`src/common/scpa_pkg.sv`:
```
package scpa_pkg;
	// Synchroniser lanes
	localparam int PIN_SCL   = 0;
	localparam int PIN_SDA   = 1;
	localparam int PIN_SS    = 2;
	localparam int PIN_MOSI  = 3;
	localparam int PIN_COUNT = 4;

	localparam logic [15:0] PLL_REG_FIRST  = 16'hf000;
	localparam logic [15:0] PLL_REG_LAST   = 16'hf004;
	localparam logic [15:0] CTRL_REG_BASE  = 16'hf000;
	localparam logic [15:0] CORE_HALT_REG  = 16'hf400;
	localparam logic [15:0] CORE_START_REG = 16'hf402;
	localparam logic [15:0] PAGE_SEL_REG   = 16'hf899;
	localparam logic        PAGE_RESET     = 1'h0;

	localparam logic [4:0] CHIP_ADDR_PREFIX   = 5'h0e;
	localparam logic [1:0] SPI_SWITCH_TOGGLES = 2'h3;
	localparam logic [1:0] STRAP_DELAY        = 2'h2;
	localparam logic [3:0] BITS_PER_BYTE      = 4'h8;

	// Last byte index of a word: control registers 2 bytes, memory 4 bytes
	localparam logic [1:0] CTRL_LAST_BYTE = 2'h1;
	localparam logic [1:0] MEM_LAST_BYTE  = 2'h3;

	// Position of a byte within a transaction
	localparam logic [1:0] CHIP_BYTE_IDX = 2'h0;
	localparam logic [1:0] SUB_HI_IDX    = 2'h1;
	localparam logic [1:0] SUB_LO_IDX    = 2'h2;
	localparam logic [1:0] DATA_BYTE_IDX = 2'h3;

	typedef enum logic [2:0] {
		SCPA_IDLE  = 3'b000,
		SCPA_RX    = 3'b001,
		SCPA_RXACK = 3'b010,
		SCPA_TX    = 3'b011,
		SCPA_TXACK = 3'b100
	} scpa_state_t;
endpackage

```
`src/scpa_slave_port.sv`:
```
`timescale 1ns/1ns
module scpa_slave_port #(
	parameter int FIFO_DEPTH = 2
) (
	input  wire logic        clk,
	input  wire logic        sys_rst,
	input  wire logic        sclIn,
	output logic             sclOut,
	output logic             sclOe,
	input  wire logic        sdaIn,
	output logic             sdaOut,
	output logic             sdaOe,
	input  wire logic        selectOrStrapZeroPin,
	input  wire logic        serialInOrStrapOnePin,
	input  wire logic        pllLocked,
	input  wire logic        masterClockValid,
	output logic             wrValid,
	input  wire logic        wrReady,
	output logic [15:0]      wrAddr,
	output logic             wrPage,
	output logic             wrIsCtrl,
	output logic [31:0]      wrData,
	output logic             wrDropped,
	output logic [15:0]      rdAddr,
	output logic             rdPage,
	input  wire logic [31:0] rdData,
	output logic             spiMode,
	output logic             upperPageSelect,
	output logic             portBusy
);
	localparam int PTR_W   = (FIFO_DEPTH > 1) ? $clog2(FIFO_DEPTH) : 1;
	localparam int ENTRY_W = 50;

	if (FIFO_DEPTH < 2 || (FIFO_DEPTH & (FIFO_DEPTH - 1)) != 0) begin : g_bad_depth
		$error("FIFO_DEPTH must be a power of two of at least 2");
	end

	// Two-flop synchronisers; lane A feeds lane B only
	logic [scpa_pkg::PIN_COUNT-1:0] pinRaw;
	logic [scpa_pkg::PIN_COUNT-1:0] syncA;
	logic [scpa_pkg::PIN_COUNT-1:0] syncB;
	logic [scpa_pkg::PIN_COUNT-1:0] syncPrev;

	assign pinRaw = {serialInOrStrapOnePin, selectOrStrapZeroPin, sdaIn, sclIn};

	for (genvar i = 0; i < scpa_pkg::PIN_COUNT; i++) begin : g_sync
		always_ff @(posedge clk or posedge sys_rst) begin
			if (sys_rst) begin
				syncA[i]    <= 1'b1;
				syncB[i]    <= 1'b1;
				syncPrev[i] <= 1'b1;
			end else begin
				syncA[i]    <= pinRaw[i];
				syncB[i]    <= syncA[i];
				syncPrev[i] <= syncB[i];
			end
		end
	end

	logic sclS, sclP, sdaS, sdaP, ssS, ssP, mosiS;
	assign sclS  = syncB[scpa_pkg::PIN_SCL];
	assign sclP  = syncPrev[scpa_pkg::PIN_SCL];
	assign sdaS  = syncB[scpa_pkg::PIN_SDA];
	assign sdaP  = syncPrev[scpa_pkg::PIN_SDA];
	assign ssS   = syncB[scpa_pkg::PIN_SS];
	assign ssP   = syncPrev[scpa_pkg::PIN_SS];
	assign mosiS = syncB[scpa_pkg::PIN_MOSI];

	// Strap capture a few cycles after reset release, once the synchronisers hold pin levels
	logic [1:0] strapCnt;
	logic       strapDone;
	logic [1:0] strapAddr;

	always_ff @(posedge clk or posedge sys_rst) begin
		if (sys_rst) begin
			strapCnt  <= 2'h0;
			strapDone <= 1'b0;
			strapAddr <= 2'h0;
		end else if (!strapDone) begin
			if (strapCnt == scpa_pkg::STRAP_DELAY) begin
				strapAddr <= {mosiS, ssS};
				strapDone <= 1'b1;
			end else begin
				strapCnt <= strapCnt + 2'h1;
			end
		end
	end

	// Mode select: sticky once three select falls are seen
	logic [1:0] ssFalls;

	always_ff @(posedge clk or posedge sys_rst) begin
		if (sys_rst) begin
			spiMode <= 1'b0;
			ssFalls <= 2'h0;
		end else if (strapDone && !spiMode && ssP && !ssS) begin
			if (ssFalls == scpa_pkg::SPI_SWITCH_TOGGLES - 2'h1) begin
				spiMode <= 1'b1;
			end else begin
				ssFalls <= ssFalls + 2'h1;
			end
		end
	end

	// Bus events; each protocol is gated by the mode so only one is ever served
	logic sclRise, sclFall, startEv, stopEv, frameBeg, frameEnd, sampleEv, fallEv, dataIn;
	assign sclRise  = sclS && !sclP;
	assign sclFall  = !sclS && sclP;
	assign startEv  = !spiMode && sclS && sclP && sdaP && !sdaS;
	assign stopEv   = !spiMode && sclS && sclP && !sdaP && sdaS;
	assign frameBeg = spiMode && ssP && !ssS;
	assign frameEnd = spiMode && !ssP && ssS;
	assign sampleEv = sclRise && (!spiMode || !ssS);
	assign fallEv   = sclFall && (!spiMode || !ssS);
	assign dataIn   = spiMode ? mosiS : sdaS;

	scpa_pkg::scpa_state_t state;
	logic [3:0]  bitCnt;
	logic [7:0]  shiftReg;
	logic [1:0]  byteIdx;
	logic [1:0]  byteInWord;
	logic [15:0] subAddr;
	logic [23:0] wordBuf;
	logic        rwBit;
	logic        ackPhase;
	logic        txNext;
	logic        txLoad;

	// Byte decode
	logic [7:0]  rxByte;
	logic        byteDone;
	logic        isCtrl;
	logic [1:0]  lastByte;
	logic        wordLast;
	logic        pllRange;
	logic        subAllowed;
	logic        newSubAllowed;
	logic        writable;
	logic        ackOk;
	logic        goTx;
	logic        wordDone;
	logic [31:0] fullWord;
	logic        pushWord;
	logic [31:0] rdWord;
	logic [7:0]  txByte;

	function automatic logic allowedAt(input logic [15:0] addr, input logic locked);
		allowedAt = locked || (addr >= scpa_pkg::PLL_REG_FIRST && addr <= scpa_pkg::PLL_REG_LAST);
	endfunction

	assign rxByte        = {shiftReg[6:0], dataIn};
	assign byteDone      = state == scpa_pkg::SCPA_RX && sampleEv && bitCnt == scpa_pkg::BITS_PER_BYTE - 4'h1;
	assign isCtrl        = subAddr >= scpa_pkg::CTRL_REG_BASE;
	assign lastByte      = isCtrl ? scpa_pkg::CTRL_LAST_BYTE : scpa_pkg::MEM_LAST_BYTE;
	assign wordLast      = byteInWord == lastByte;
	assign pllRange      = subAddr >= scpa_pkg::PLL_REG_FIRST && subAddr <= scpa_pkg::PLL_REG_LAST;
	assign subAllowed    = allowedAt(subAddr, pllLocked);
	assign newSubAllowed = allowedAt({subAddr[15:8], rxByte}, pllLocked);
	assign writable      = subAllowed && (masterClockValid || pllRange);
	assign fullWord      = {wordBuf, rxByte};
	assign wordDone      = byteDone && byteIdx == scpa_pkg::DATA_BYTE_IDX && !rwBit && wordLast;
	assign pushWord      = wordDone && writable && subAddr != scpa_pkg::PAGE_SEL_REG;

	always_comb begin
		ackOk = 1'b1;
		if (byteIdx == scpa_pkg::CHIP_BYTE_IDX && !spiMode) begin
			ackOk = rxByte[7:1] == {scpa_pkg::CHIP_ADDR_PREFIX, strapAddr};
		end else if (byteIdx == scpa_pkg::SUB_LO_IDX) begin
			ackOk = newSubAllowed;
		end
	end

	assign goTx = spiMode ? (rwBit && byteIdx == scpa_pkg::SUB_LO_IDX) :
		(byteIdx == scpa_pkg::CHIP_BYTE_IDX && rxByte[0]);

	// Page register answers locally; blocked locations read as zero
	always_comb begin
		if (subAddr == scpa_pkg::PAGE_SEL_REG) begin
			rdWord = {31'h0, upperPageSelect};
		end else if (subAllowed) begin
			rdWord = rdData;
		end else begin
			rdWord = 32'h0;
		end
	end

	assign txByte = 8'(rdWord >> {lastByte - byteInWord, 3'b000});
	assign rdAddr = subAddr;
	assign rdPage = upperPageSelect;

	always_ff @(posedge clk or posedge sys_rst) begin
		if (sys_rst) begin
			state      <= scpa_pkg::SCPA_IDLE;
			bitCnt     <= 4'h0;
			shiftReg   <= 8'h00;
			byteIdx    <= scpa_pkg::CHIP_BYTE_IDX;
			byteInWord <= 2'h0;
			subAddr    <= 16'h0000;
			wordBuf    <= 24'h000000;
			rwBit      <= 1'b0;
			ackPhase   <= 1'b0;
			txNext     <= 1'b0;
			txLoad     <= 1'b0;
			sdaOut     <= 1'b0;
			sdaOe      <= 1'b0;
		end else if (stopEv || frameEnd) begin
			state  <= scpa_pkg::SCPA_IDLE;
			sdaOe  <= 1'b0;
			txLoad <= 1'b0;
		end else if (startEv || frameBeg) begin
			state   <= scpa_pkg::SCPA_RX;
			bitCnt  <= 4'h0;
			byteIdx <= scpa_pkg::CHIP_BYTE_IDX;
			sdaOe   <= 1'b0;
			txLoad  <= 1'b0;
		end else begin
			case (state)
				scpa_pkg::SCPA_RX: begin
					if (byteDone) begin
						bitCnt   <= 4'h0;
						shiftReg <= rxByte;
						txNext   <= goTx;
						ackPhase <= 1'b0;
						if (byteIdx != scpa_pkg::DATA_BYTE_IDX) begin
							byteIdx <= byteIdx + 2'h1;
						end
						case (byteIdx)
							scpa_pkg::CHIP_BYTE_IDX: rwBit <= rxByte[0];
							scpa_pkg::SUB_HI_IDX: subAddr[15:8] <= rxByte;
							scpa_pkg::SUB_LO_IDX: begin
								subAddr[7:0] <= rxByte;
								byteInWord   <= 2'h0;
							end
							default: begin
								wordBuf <= fullWord[23:0];
								if (wordLast) begin
									byteInWord <= 2'h0;
									subAddr    <= subAddr + 16'h0001;
								end else begin
									byteInWord <= byteInWord + 2'h1;
								end
							end
						endcase
						if (!ackOk) begin
							state <= scpa_pkg::SCPA_IDLE;
						end else if (spiMode) begin
							state <= goTx ? scpa_pkg::SCPA_TX : scpa_pkg::SCPA_RX;
						end else begin
							state <= scpa_pkg::SCPA_RXACK;
						end
					end else if (sampleEv) begin
						shiftReg <= rxByte;
						bitCnt   <= bitCnt + 4'h1;
					end
				end
				scpa_pkg::SCPA_RXACK: begin
					if (fallEv && !ackPhase) begin
						sdaOut   <= 1'b0;
						sdaOe    <= 1'b1;
						ackPhase <= 1'b1;
					end else if (fallEv) begin
						sdaOe  <= 1'b0;
						bitCnt <= 4'h0;
						txLoad <= txNext;
						state  <= txNext ? scpa_pkg::SCPA_TX : scpa_pkg::SCPA_RX;
					end
				end
				scpa_pkg::SCPA_TX: begin
					if (txLoad) begin
						txLoad   <= 1'b0;
						shiftReg <= {txByte[6:0], 1'b0};
						sdaOut   <= txByte[7];
						sdaOe    <= spiMode || !txByte[7];
						if (wordLast) begin
							byteInWord <= 2'h0;
							subAddr    <= subAddr + 16'h0001;
						end else begin
							byteInWord <= byteInWord + 2'h1;
						end
					end else if (sampleEv) begin
						bitCnt <= bitCnt + 4'h1;
					end else if (fallEv) begin
						if (bitCnt == 4'h0) begin
							txLoad <= 1'b1;
						end else if (bitCnt == scpa_pkg::BITS_PER_BYTE && spiMode) begin
							txLoad <= 1'b1;
							bitCnt <= 4'h0;
						end else if (bitCnt == scpa_pkg::BITS_PER_BYTE) begin
							sdaOe <= 1'b0;
							state <= scpa_pkg::SCPA_TXACK;
						end else begin
							shiftReg <= {shiftReg[6:0], 1'b0};
							sdaOut   <= shiftReg[7];
							sdaOe    <= spiMode || !shiftReg[7];
						end
					end
				end
				scpa_pkg::SCPA_TXACK: begin
					if (sampleEv) begin
						bitCnt <= 4'h0;
						state  <= sdaS ? scpa_pkg::SCPA_IDLE : scpa_pkg::SCPA_TX;
					end
				end
				default: begin
					sdaOe <= 1'b0;
				end
			endcase
		end
	end

	// Page register is served here since it steers the page of every later access
	always_ff @(posedge clk or posedge sys_rst) begin
		if (sys_rst) begin
			upperPageSelect <= scpa_pkg::PAGE_RESET;
		end else if (wordDone && writable && subAddr == scpa_pkg::PAGE_SEL_REG) begin
			upperPageSelect <= fullWord[0];
		end
	end

	// FIFO_DEPTH-entry write buffer (two by default); a full buffer stretches SCL, SPI cannot wait so drops
	logic [ENTRY_W-1:0] fifoMem [FIFO_DEPTH];
	logic [PTR_W-1:0]   fifoWp;
	logic [PTR_W-1:0]   fifoRp;
	logic [PTR_W:0]     fifoCnt;
	logic               fifoInReady;
	logic               pushEff;
	logic               popEff;

	assign fifoInReady = fifoCnt != (PTR_W + 1)'(FIFO_DEPTH);
	assign pushEff     = pushWord && fifoInReady;
	assign popEff      = wrValid && wrReady;
	assign wrValid     = fifoCnt != '0;
	assign {wrPage, wrIsCtrl, wrAddr, wrData} = fifoMem[fifoRp];

	always_ff @(posedge clk) begin
		if (pushEff) begin
			fifoMem[fifoWp] <= {upperPageSelect, isCtrl, subAddr, fullWord};
		end
	end

	always_ff @(posedge clk or posedge sys_rst) begin
		if (sys_rst) begin
			fifoWp    <= '0;
			fifoRp    <= '0;
			fifoCnt   <= '0;
			wrDropped <= 1'b0;
		end else begin
			wrDropped <= pushWord && !fifoInReady;
			if (pushEff) begin
				fifoWp <= fifoWp + PTR_W'(1);
			end
			if (popEff) begin
				fifoRp <= fifoRp + PTR_W'(1);
			end
			if (pushEff && !popEff) begin
				fifoCnt <= fifoCnt + (PTR_W + 1)'(1);
			end else if (popEff && !pushEff) begin
				fifoCnt <= fifoCnt - (PTR_W + 1)'(1);
			end
		end
	end

	// Stretch only while SCL is already low, so the master never sees a glitch
	always_ff @(posedge clk or posedge sys_rst) begin
		if (sys_rst) begin
			sclOe <= 1'b0;
		end else begin
			sclOe <= !spiMode && state == scpa_pkg::SCPA_RX && byteIdx == scpa_pkg::DATA_BYTE_IDX &&
				bitCnt == 4'h0 && !rwBit && !fifoInReady && (sclOe || !sclS);
		end
	end

	assign sclOut   = 1'b0;
	assign portBusy = state != scpa_pkg::SCPA_IDLE;
endmodule

```
`config.mk`:
```
export PLATFORM = sky130hd
export DESIGN_NAME = scpa_slave_port
export DESIGN_NICKNAME = d
export VERILOG_FILES = /design/src/common/scpa_pkg.sv /design/src/scpa_slave_port.sv
export SDC_FILE = /design/constraint.sdc
export NUM_CORES = 1
export LEC_CHECK = 0
export ABC_CLOCK_PERIOD_IN_PS = 6750
export BUFFER_PORTS_ARGS = -buffer_cell sky130_fd_sc_hd__buf_2
export CAP_MARGIN = 20
export CORE_AREA = 5 5 133 135
export DETAILED_ROUTE_END_ITERATION = 8
export DIE_AREA = 0 0 138 140
export GPL_ROUTABILITY_DRIVEN = 0
export PLACE_DENSITY_LB_ADDON = 0.3
export SYNTH_ARGS = -nofsm -noshare
export SYNTH_HDL_FRONTEND = slang
export SYNTH_SLANG_ARGS = --single-unit
```
`constraint.sdc`:
```
create_clock -name clk -period 6.75 [get_ports clk]
set_input_delay 1.35 -clock clk [delete_from_list [all_inputs] [get_ports clk]]
set_output_delay 1.35 -clock clk [all_outputs]
set_load 0.02 [all_outputs]
```
Word level (Yosys, flattened, before mapping) --
Memories as Yosys holds them, arrays and structs flattened. Cells that the tools add are included.
Cells by class: add/sub/neg operators 11, multiply operators 0, div/mod/pow operators 0, $lt $le $gt $ge 4, eq/ne operators 52, shifts and indexed selects 1, muxes and demuxes 99, bitwise logic cells 6, reduce and logical (&&, ||, !) cells 102
Operators with widths (number):
- 2-to-1 mux 32 bit | 2
- 2-to-1 mux 8 bit | 8
- != test 4 bit (second input constant) | 14
- 2-to-1 mux 16 bit | 3
- case mux 8 bit (2 select lines) | 3
- logical AND 1 bit | 44
- 2-to-1 mux 4 bit | 11
- 2-to-1 mux 1 bit | 36
- 2-to-1 mux 3 bit | 12
- greater-or-equal comparator 16 bit (second input constant) | 2
- <= comparator 16 bit (second input constant) | 2
- case mux 16 bit (2 select lines) | 1
- right shift 32 x 5 -> 8 bit | 1
- 2-to-1 mux 2 bit | 15
- != test 3 bit (second input constant) | 10
- != test 5 bit (second input constant) | 5
- AND reduction 6 bit | 3
- AND reduction 9 bit | 2
- adder 16 x 1 -> 16 bit (second input constant) | 1
- equality test 16 bit (second input constant) | 1
- != test 16 bit (second input constant) | 1
- case mux 4 bit (4 select lines) | 1
- nonzero test 2 bit | 8
- AND reduction 5 bit | 3
- 36 further kinds | 86
Word-level totals: flip-flop bits (word level) 91, bits in latches 0, bits in writable memories 100, bits in read-only memories 0, bits of input ports 41, output and inout port bits 76, logic and storage cells 312, memories 1
Memories:
- fifoMem | depth 2, bits a word 50, read ports 1, clocked after Yosys merged registers in 0, write ports 1, line scpa_slave_port.sv:321 | logic [ENTRY_W-1:0] fifoMem [FIFO_DEPTH];

Logic depth before layout (Yosys ltp) --
Gate-level depths: netlist (run 1).
depth in word-level cells 15, mapped depth 11, depth with buffers taken out 11

Worst setup path before layout (run 1) --
No wires, ideal clock.
path kind input port to flip-flop, start point input port masterClockValid, end point memory fifoMem[0][0], enable pin, data arrival time 5.065 ns, required time 6.230 ns, path slack 1.166 ns, stages 4, path buffers 0, cells stage by stage nand2_1 > o21ai_0 > nand4_1 > nor3_1
On the way: word-level cells in the longest chain between the ends 7
RTL lines:
- from (decl) | line scpa_slave_port.sv:16 | input wire logic masterClockValid,
- logical OR 1 bit | line scpa_slave_port.sv:159 | assign writable = subAllowed && (masterClockValid || pllRange);
- logical AND 1 bit | line scpa_slave_port.sv:159
- logical AND 1 bit (2 in a row) | line scpa_slave_port.sv:162 | assign pushWord = wordDone && writable && subAddr != scpa_pkg::PAGE_SEL_REG;
- logical AND 1 bit | line scpa_slave_port.sv:330 | assign pushEff = pushWord && fifoInReady;
- 2-to-1 mux 1 bit | line scpa_slave_port.sv:336 | if (pushEff) begin
- 2-to-1 mux 1 bit (implied by the code) | line scpa_slave_port.sv:337 | fifoMem[fifoWp] <= {upperPageSelect, isCtrl, subAddr, fullWord};
- to (decl) | line scpa_slave_port.sv:321
Every way passes these cells.

Worst setup path in the final report (run 1) --
start point register fifoRp, end point output port wrData[1]
On the way: word-level cells in the longest chain between the ends 1
RTL lines:
- from (decl) | line scpa_slave_port.sv:323 | logic [PTR_W-1:0] fifoRp;
- from (signal assigned) | line scpa_slave_port.sv:353 | fifoRp <= fifoRp + PTR_W'(1);
- memory read (2 x 50 bit)
- to (decl) | line scpa_slave_port.sv:22 | output logic [31:0] wrData,
Every way passes these cells.

==> results.json, run 1 <==
{
  "async_flop_share": 0.476,
  "hold_path.class": "reg2reg",
  "ys_ff_latch": 191,
  "min_path_cells": 0,
  "ctsResizeCount": 0,
  "grt_pass1_vias": 5921,
  "finalHoldViolCount": 0,
  "synth_nets": 705,
  "outcome": "finished clean",
  "drtPass1Iterations": 6,
  "cts.sinks": 191,
  "postCtsSetupRepairBufs": 0,
  "grt_pass1_wl_mm": 31.2,
  "clk_latency_ns": 0.44,
  "grt_overflow_total": 0,
  "max_freq_ghz": 0.300,
  "cts_root_buf": "clkbuf_16",
  "synthToLayoutAreaGrowth_pct": 16.0,
  "power_density_nw_per_um2": 277,
  "cts_buffers": 17,
  "drive_above_1_share": 0.341,
  "intPower_w": 0.00202,
  "seqPwrFrac": 0.512,
  "initial_core_util": 0.535,
  "p_leak_nw": 4.17,
  "arrival_ns": 1.98,
  "rsz0062_at_grt": "false",
  "antenna_found_initial": 0,
  "nets": 812,
  "ys_types": 77,
  "p_sw_w": 0.000787,
  "cp-start-kind": "flip-flop",
  "skew_ns": 0.00871,
  "cts_tree": "done",
  "crit_path_end_kind": "output pin",
  "n_fill_cell": 1282,
  "ir_worst_vdd_mv": 0.187,
  "drt_wl_total_mm": 19.1,
  "clkPwrFrac": 0.383,
  "drv_cap": 0,
  "path_clk_slew_ns": 0.07,
  "ys_seq_area_frac": 0.605,
  "rr_worst_depth": 7,
  "synth_ff_type": "edfxtp_1",
  "initialDrtViolationCount": 530,
  "tightest_slew_ns": 1.07,
  "cts_buffer_depth": 2,
  "vias_per_cell": 5.98,
  "crit_type": "reg2out",
  "setup_viol": 0,
  "dp_hpwl_mm": 12.7,
  "period_share": 0.493,
  "wl_per_cell_um": 19.3,
  "synth_warnings": 0,
  "timing.final.crit_period_ns": 3.33,
  "grt_use_total": 0.200,
  "coreArea_um2": 16300,
  "antenna_cells": 0,
  "dp_cells": 959,
  "ios": 117,
  "synth_edf_count": 100,
  "mostFrequentLayoutCell": "buf_2",
  "p_comb_frac": 0.105,
  "ant_nets": 0,
  "grt_max_degree": 59,
  "power.total_w": 0.00281,
  "slew_viol_final": 0,
  "avgSynthCellArea_um2": 13.4,
  "final_core_util": 0.621,
  "dieArea_um2": 19300,
  "layout.cells.non_filler": 991,
  "swShare": 0.280,
  "drc": 0,
  "synth_cells": 651,
  "cp_max_fo": 32,
  "die_y_um": 140,
  "dieWidth_um": 138,
  "final_cell_mix": "115 x buf_2, 100 x edfxtp_1, 82 x mux2_2",
  "htreeDepth": 4,
  "synth_area_um2": 8750,
  "hold_buffers": 0,
  "numPortBuffers": 115,
  "crit_required_ns": 5.40,
  "fin_tns_setup_ns": 0,
  "dr_total_vias": 5927,
  "num_rows": 47,
  "relSlewSlack": 0.284
}
## area by class of cell
class / instances / area [um2] / share of cell area
clock buffer: 17 / 425 / 0.0419
timing repair buffer: 119 / 618 / 0.0609
inverter: 14 / 53.8 / 0.00530
clock inverter: 15 / 219 / 0.0216
tap: 220 / 275 / 0.0271
sequential: 191 / 5300 / 0.522
multi-input combinational: 415 / 3260 / 0.321
## routing by layer
metal,up-vias,wire (um),global-route usage
li1,2695,-,-
met1,2932,7930,0.260
met2,257,9570,0.335
met3,43,1160,0.0412
met4,0,437,0.0744
met5,-,0,0
## critical path, stage by stage, from the launching register on
cell and delay, ns:
dfrtp_2 0.71, buf_12 0.27, mux2_2 0.38, buf_2 0.16
## registers in the layout, indices dropped and copies added, names as in the netlist, 2 cells and up
| register | count |
|---|---|
| fifoMem | 100 |
| wordBuf | 24 |
| rdAddr | 16 |
| shiftReg | 8 |
| bitCnt | 4 |
| syncA | 4 |
| state | 3 |
| byteIdx | 2 |
| byteInWord | 2 |
| fifoCnt | 2 |
| ssFalls | 2 |
| strapAddr | 2 |
| strapCnt | 2 |
## worst paths after layout
check	startpoint	to	slack, ns
max	fifoRp	wrData[1]	3.42
max in group asynchronous	sys_rst	fifoRp	4.60
min	syncA[2]	ssS	0.36
min reg2reg	syncA[2]	ssS	0.36
min in group asynchronous	sys_rst	strapDone	0.95
max reg2reg	rdAddr[13]	fifoMem[1][32]	3.58
## power by group through the flow
stage,clock network (W),logic [W],registers (W)
CTS,0.00109,0.000293,0.00143
detailed placement,0,0.000291,0.00146
floorplan,0,0.000250,0.00137
finish,0.00108,0.000294,0.00144
global route,0.00115,0.000329,0.00145
global placement,0,0.000277,0.00145
## metrics by stage
| stage | hold slack [ns] | worst slack, ns | cell area, um2 |
|---|---|---|---|
| finish | 0.356 | 3.42 | 10100 |
| global route | 0.358 | 3.28 | 10100 |
| CTS | 0.357 | 3.38 | 10100 |
| detailed placement | 0.347 | 3.52 | 9500 |
| global placement | 0.347 | 3.55 | 9480 |
| floorplan | 0.345 | 1.17 | 8750 |
## Yosys cell counts, types with 9 or more instances
cell | n | share of area
edfxtp_1 | 100 | 0.34
mux2_2 | 82 | 0.11
dfrtp_1 | 80 | 0.23
nand2_1 | 49 | 0.021
a21oi_1 | 31 | 0.018
o21ai_0 | 23 | 0.013
nor2_1 | 18 | 0.0077
clkbuf_1 | 15 | 0.0064
nand3_1 | 15 | 0.0086
nor2b_1 | 15 | 0.011
inv_1 | 14 | 0.0060
ha_1 | 13 | 0.019
a2bb2oi_1 | 11 | 0.011
dfstp_2 | 11 | 0.033
nand4_1 | 11 | 0.0079
o22ai_1 | 11 | 0.0079
buf_2 | 10 | 0.0057
nand2b_1 | 9 | 0.0064
## kinds of logic after synthesis
kind of cell | count (synthesis) | synth area share
xor gates and xnor gates | 13 | 0.0160
DFF | 191 | 0.605
AOI/OAI and AO/OA | 130 | 0.101
other | 1 | 0.000429
adders and majority gates | 13 | 0.0186
muxes | 92 | 0.132
and+or+nand+nor | 166 | 0.104
buffers and inverters | 45 | 0.0229
No activity file was read; power rests on OpenSTA's default activity.
==> run 2: changes to the inputs <==
--- a/config.mk
+++ b/config.mk
@@ -5,12 +5,13 @@
 export SDC_FILE = /design/constraint.sdc
 export NUM_CORES = 1
 export LEC_CHECK = 0
-export ABC_CLOCK_PERIOD_IN_PS = 6750
+export ABC_AREA = 1
+export ABC_CLOCK_PERIOD_IN_PS = 3100
 export BUFFER_PORTS_ARGS = -buffer_cell sky130_fd_sc_hd__buf_2
 export CAP_MARGIN = 20
-export CORE_AREA = 5 5 133 135
+export CORE_AREA = 5 5 136 138
 export DETAILED_ROUTE_END_ITERATION = 8
-export DIE_AREA = 0 0 138 140
+export DIE_AREA = 0 0 141 143
 export GPL_ROUTABILITY_DRIVEN = 0
 export PLACE_DENSITY_LB_ADDON = 0.3
 export SYNTH_ARGS = -nofsm -noshare
==> constraint.sdc (replaced) <==
create_clock -name clk -period 3.1 [get_ports clk]
set_input_delay 0.62 -clock clk [delete_from_list [all_inputs] [get_ports clk]]
set_output_delay 0.62 -clock clk [all_outputs]
set_load 0.02 [all_outputs]
==> run 2 against run 1 <==
  * Highest routed layer unchanged
  * Clock power increased by 100%
  * Combinational power increased to 12 times the previous value
  * Cell count increased by 28%
  * Synthesized cell count increased by 40%
  * Clock skew increased by 0.0032 ns
  * Utilization increased by 0.61 points
==> results.json, run 2 <==
{
  "synth.top_cell.area_share": 0.324,
  "power_density_nw_per_um2": 850,
  "timing.final.crit_period_ns": 2.63,
  "critical_path.cell_chain": "nand2_2, nand3_2, nor2_1, nand2_2, inv_1, nand2_1, nor2_4, nand4_2, nor2_4, buf_12",
  "slew_viol_final": 0,
  "crit_path_max_incr_delay_ns": 0.48,
  "die_y_um": 143,
  "async_flop_share": 0.476,
  "dp_hpwl_mm": 14.9,
  "grt_max_degree": 52,
  "path_clk_slew_ns": 0.07,
  "yosys.area_share.adder": 0.0175,
  "postCtsSetupRepairBufs": 0,
  "grt_overflow_total": 0,
  "synth.largest_area_cell": "edfxtp_1",
  "skew_ns": 0.0119,
  "relSlewSlack": 0.478,
  "synthXorXnorAreaFrac": 0.0123,
  "worstHoldEndpoint": "syncA[2]",
  "initialDrtViolationCount": 592,
  "reg2reg_to": "fifoMem[0][42]",
  "grt_use_total": 0.214,
  "coreArea_um2": 17100,
  "rr_startpoint": "spiMode",
  "synth_compound_area_frac": 0.0551,
  "setup_ws_ns": 0.473,
  "synth_edf_count": 100,
  "dieWidth_um": 141,
  "antenna_found_initial": 0,
  "rr_worst_depth": 10,
  "rsz0062_at_grt": "false",
  "outcome": "finished clean",
  "setup_viol": 0,
  "avgSynthCellArea_um2": 10.2,
  "synth_nets": 965,
  "grt_pass1_vias": 6634,
  "p_leak_nw": 4.79,
  "period_share": 0.847,
  "drc": 0,
  "antenna_cells": 0,
  "cts_root_buf": "clkbuf_16",
  "synth.most_common_cell": "nand2_1",
  "hp-start": "selectOrStrapZeroPin",
  "cts.sinks": 191,
  "synth_warnings": 0,
  "min_path_cells": 1,
  "ys_seq_area_frac": 0.571,
  "largest_reg_flops": 100,
  "seqCellArea_um2": 5300,
  "synth_ff_type": "edfxtp_1",
  "cts_buffer_depth": 2,
  "crit_type": "reg2reg",
  "dpl_worst_slack_ns": 0.526,
  "layout.cells.non_filler": 1265,
  "numPortBuffers": 115,
  "ios": 117,
  "ir_worst_vdd_mv": 0.566,
  "drtPass1Iterations": 5,
  "hold_buffers": 0,
  "cp-start-kind": "flip-flop",
  "grt_pass1_wl_mm": 34.1,
  "htreeDepth": 4,
  "top_register": "fifoMem",
  "cp_max_fo": 33,
  "num_rows": 48,
  "final_cell_mix": "209 x nand2_1, 115 x buf_2, 100 x edfxtp_1",
  "synthSimpleGateAreaFrac": 0.207,
  "nets": 1081,
  "drv_cap": 0,
  "synth.top_cells.by_area": "edfxtp_1 32%, dfrtp_1 22%, nand2_1 8.5%",
  "synthMuxAreaShare": 0.0842,
  "tightest_slew_ns": 0.782,
  "hold_path.class": "in2reg",
  "crit_path_end_kind": "flip-flop",
  "ctsResizeCount": 0,
  "max_freq_ghz": 0.381,
  "cts_tree": "done",
  "mostFrequentLayoutCell": "nand2_1",
  "dieArea_um2": 20200,
  "finalHoldViolCount": 0,
  "slowest_stage": "dfrtp_1",
  "vias_per_cell": 5.39,
  "synth_cells": 911,
  "drt_wl_total_mm": 20.9,
  "clk_latency_ns": 0.43,
  "wl_per_cell_um": 16.5,
  "synthToLayoutAreaGrowth_pct": 15.3,
  "dr_total_vias": 6821,
  "dp_cells": 1233,
  "crit_required_ns": 3.22,
  "synth_area_um2": 9270,
  "ys_ff_latch": 191,
  "ys_types": 46,
  "drive_above_1_share": 0.268,
  "regToRegSetupSlack_ns": 0.47,
  "initial_core_util": 0.543,
  "cts_buffers": 17,
  "synth_top_family_by_area": "simple AND/OR/NAND/NOR gates",
  "ant_nets": 0,
  "n_fill_cell": 1379,
  "arrival_ns": 2.75,
  "synth_common_cells": "209 x nand2_1, 100 x edfxtp_1, 80 x dfrtp_1, 79 x nor2_1, 78 x nand3_1",
  "fin_hold_ws_ns": 0.282,
  "multi_input_area_um2": 3510
}
run 2: changes by cell type after synthesis, moves of 15 or more:
cell,before,now
nor2b_1,15,0
nand2_1,49,209
nand3_1,15,78
inv_1,14,69
mux2_2,82,52
nor2_1,18,79
run 2: worst max-delay path by stage:
| stage | start | to | slack (ns) | cells after the start |
|---|---|---|---|---|
| 2_1_floorplan | spiMode | fifoMem[0][0] | -0.08 | 10 |
| 3_3_place_gp | sclS | fifoMem[0][34] | 0.66 | 9 |
| 3_5_place_dp | spiMode | fifoMem[0][34] | 0.53 | 10 |
| 4_1_cts | fifoRp | wrData[4] | 0.45 | 3 |
| 5_1_grt | spiMode | fifoMem[0][42] | 0.32 | 10 |
| 6_report | spiMode | fifoMem[0][42] | 0.47 | 10 |
run 2: through the flow:
stage	total power, W	utilization	instance area, um2	setup TNS, ns
floorplan	0.00594	-	9270	-7.88
global placement	0.00688	0.591	10100	0
detailed placement	0.00692	0.591	10100	0
CTS	0.00913	0.627	10700	0
global route	0.00965	0.627	10700	0
finish	0.00909	0.627	10700	0
run 2: report_power, final:
part / internal [W] / switching, W / leakage, nW
combinational: 0.00120 / 0.00222 / 2.41
clock: 0.00118 / 0.00102 / 0.292
sequential: 0.00299 / 0.000483 / 2.09
run 2: layer usage:
metal  routed length (um)  up-vias  global-route usage
li1                     -     3308                   -
met1                 9040     3203               0.286
met2                10100      271               0.357
met3                 1300       39              0.0402
met4                  374        0              0.0704
met5                    0        -                   0
run 2: critical path: cells and delay by family (launching register included):
| kind | cells | cell delay, ns |
|---|---|---|
| DFF | 1 | 0.48 |
| and+or+nand+nor | 8 | 1.43 |
| buffers and inverters | 2 | 0.36 |
run 2: cell families (layout without fill, tap and decap cells):
kind of cell / after synthesis / in the layout
simple gates: 428 / 428
flops: 191 / 191
mux: 66 / 66
fa+ha+maj: 13 / 13
other cells: 1 / 1
buf+inv: 108 / 237
compound gates: 91 / 91
xor+xnor: 13 / 13
run 2: layout make-up:
class / count / area share
clock buffer: 18 / 0.0411
inverter: 82 / 0.0289
sequential: 191 / 0.495
timing repair buffer: 123 / 0.0641
multi-input combinational: 612 / 0.328
tap: 225 / 0.0263
clock inverter: 14 / 0.0160
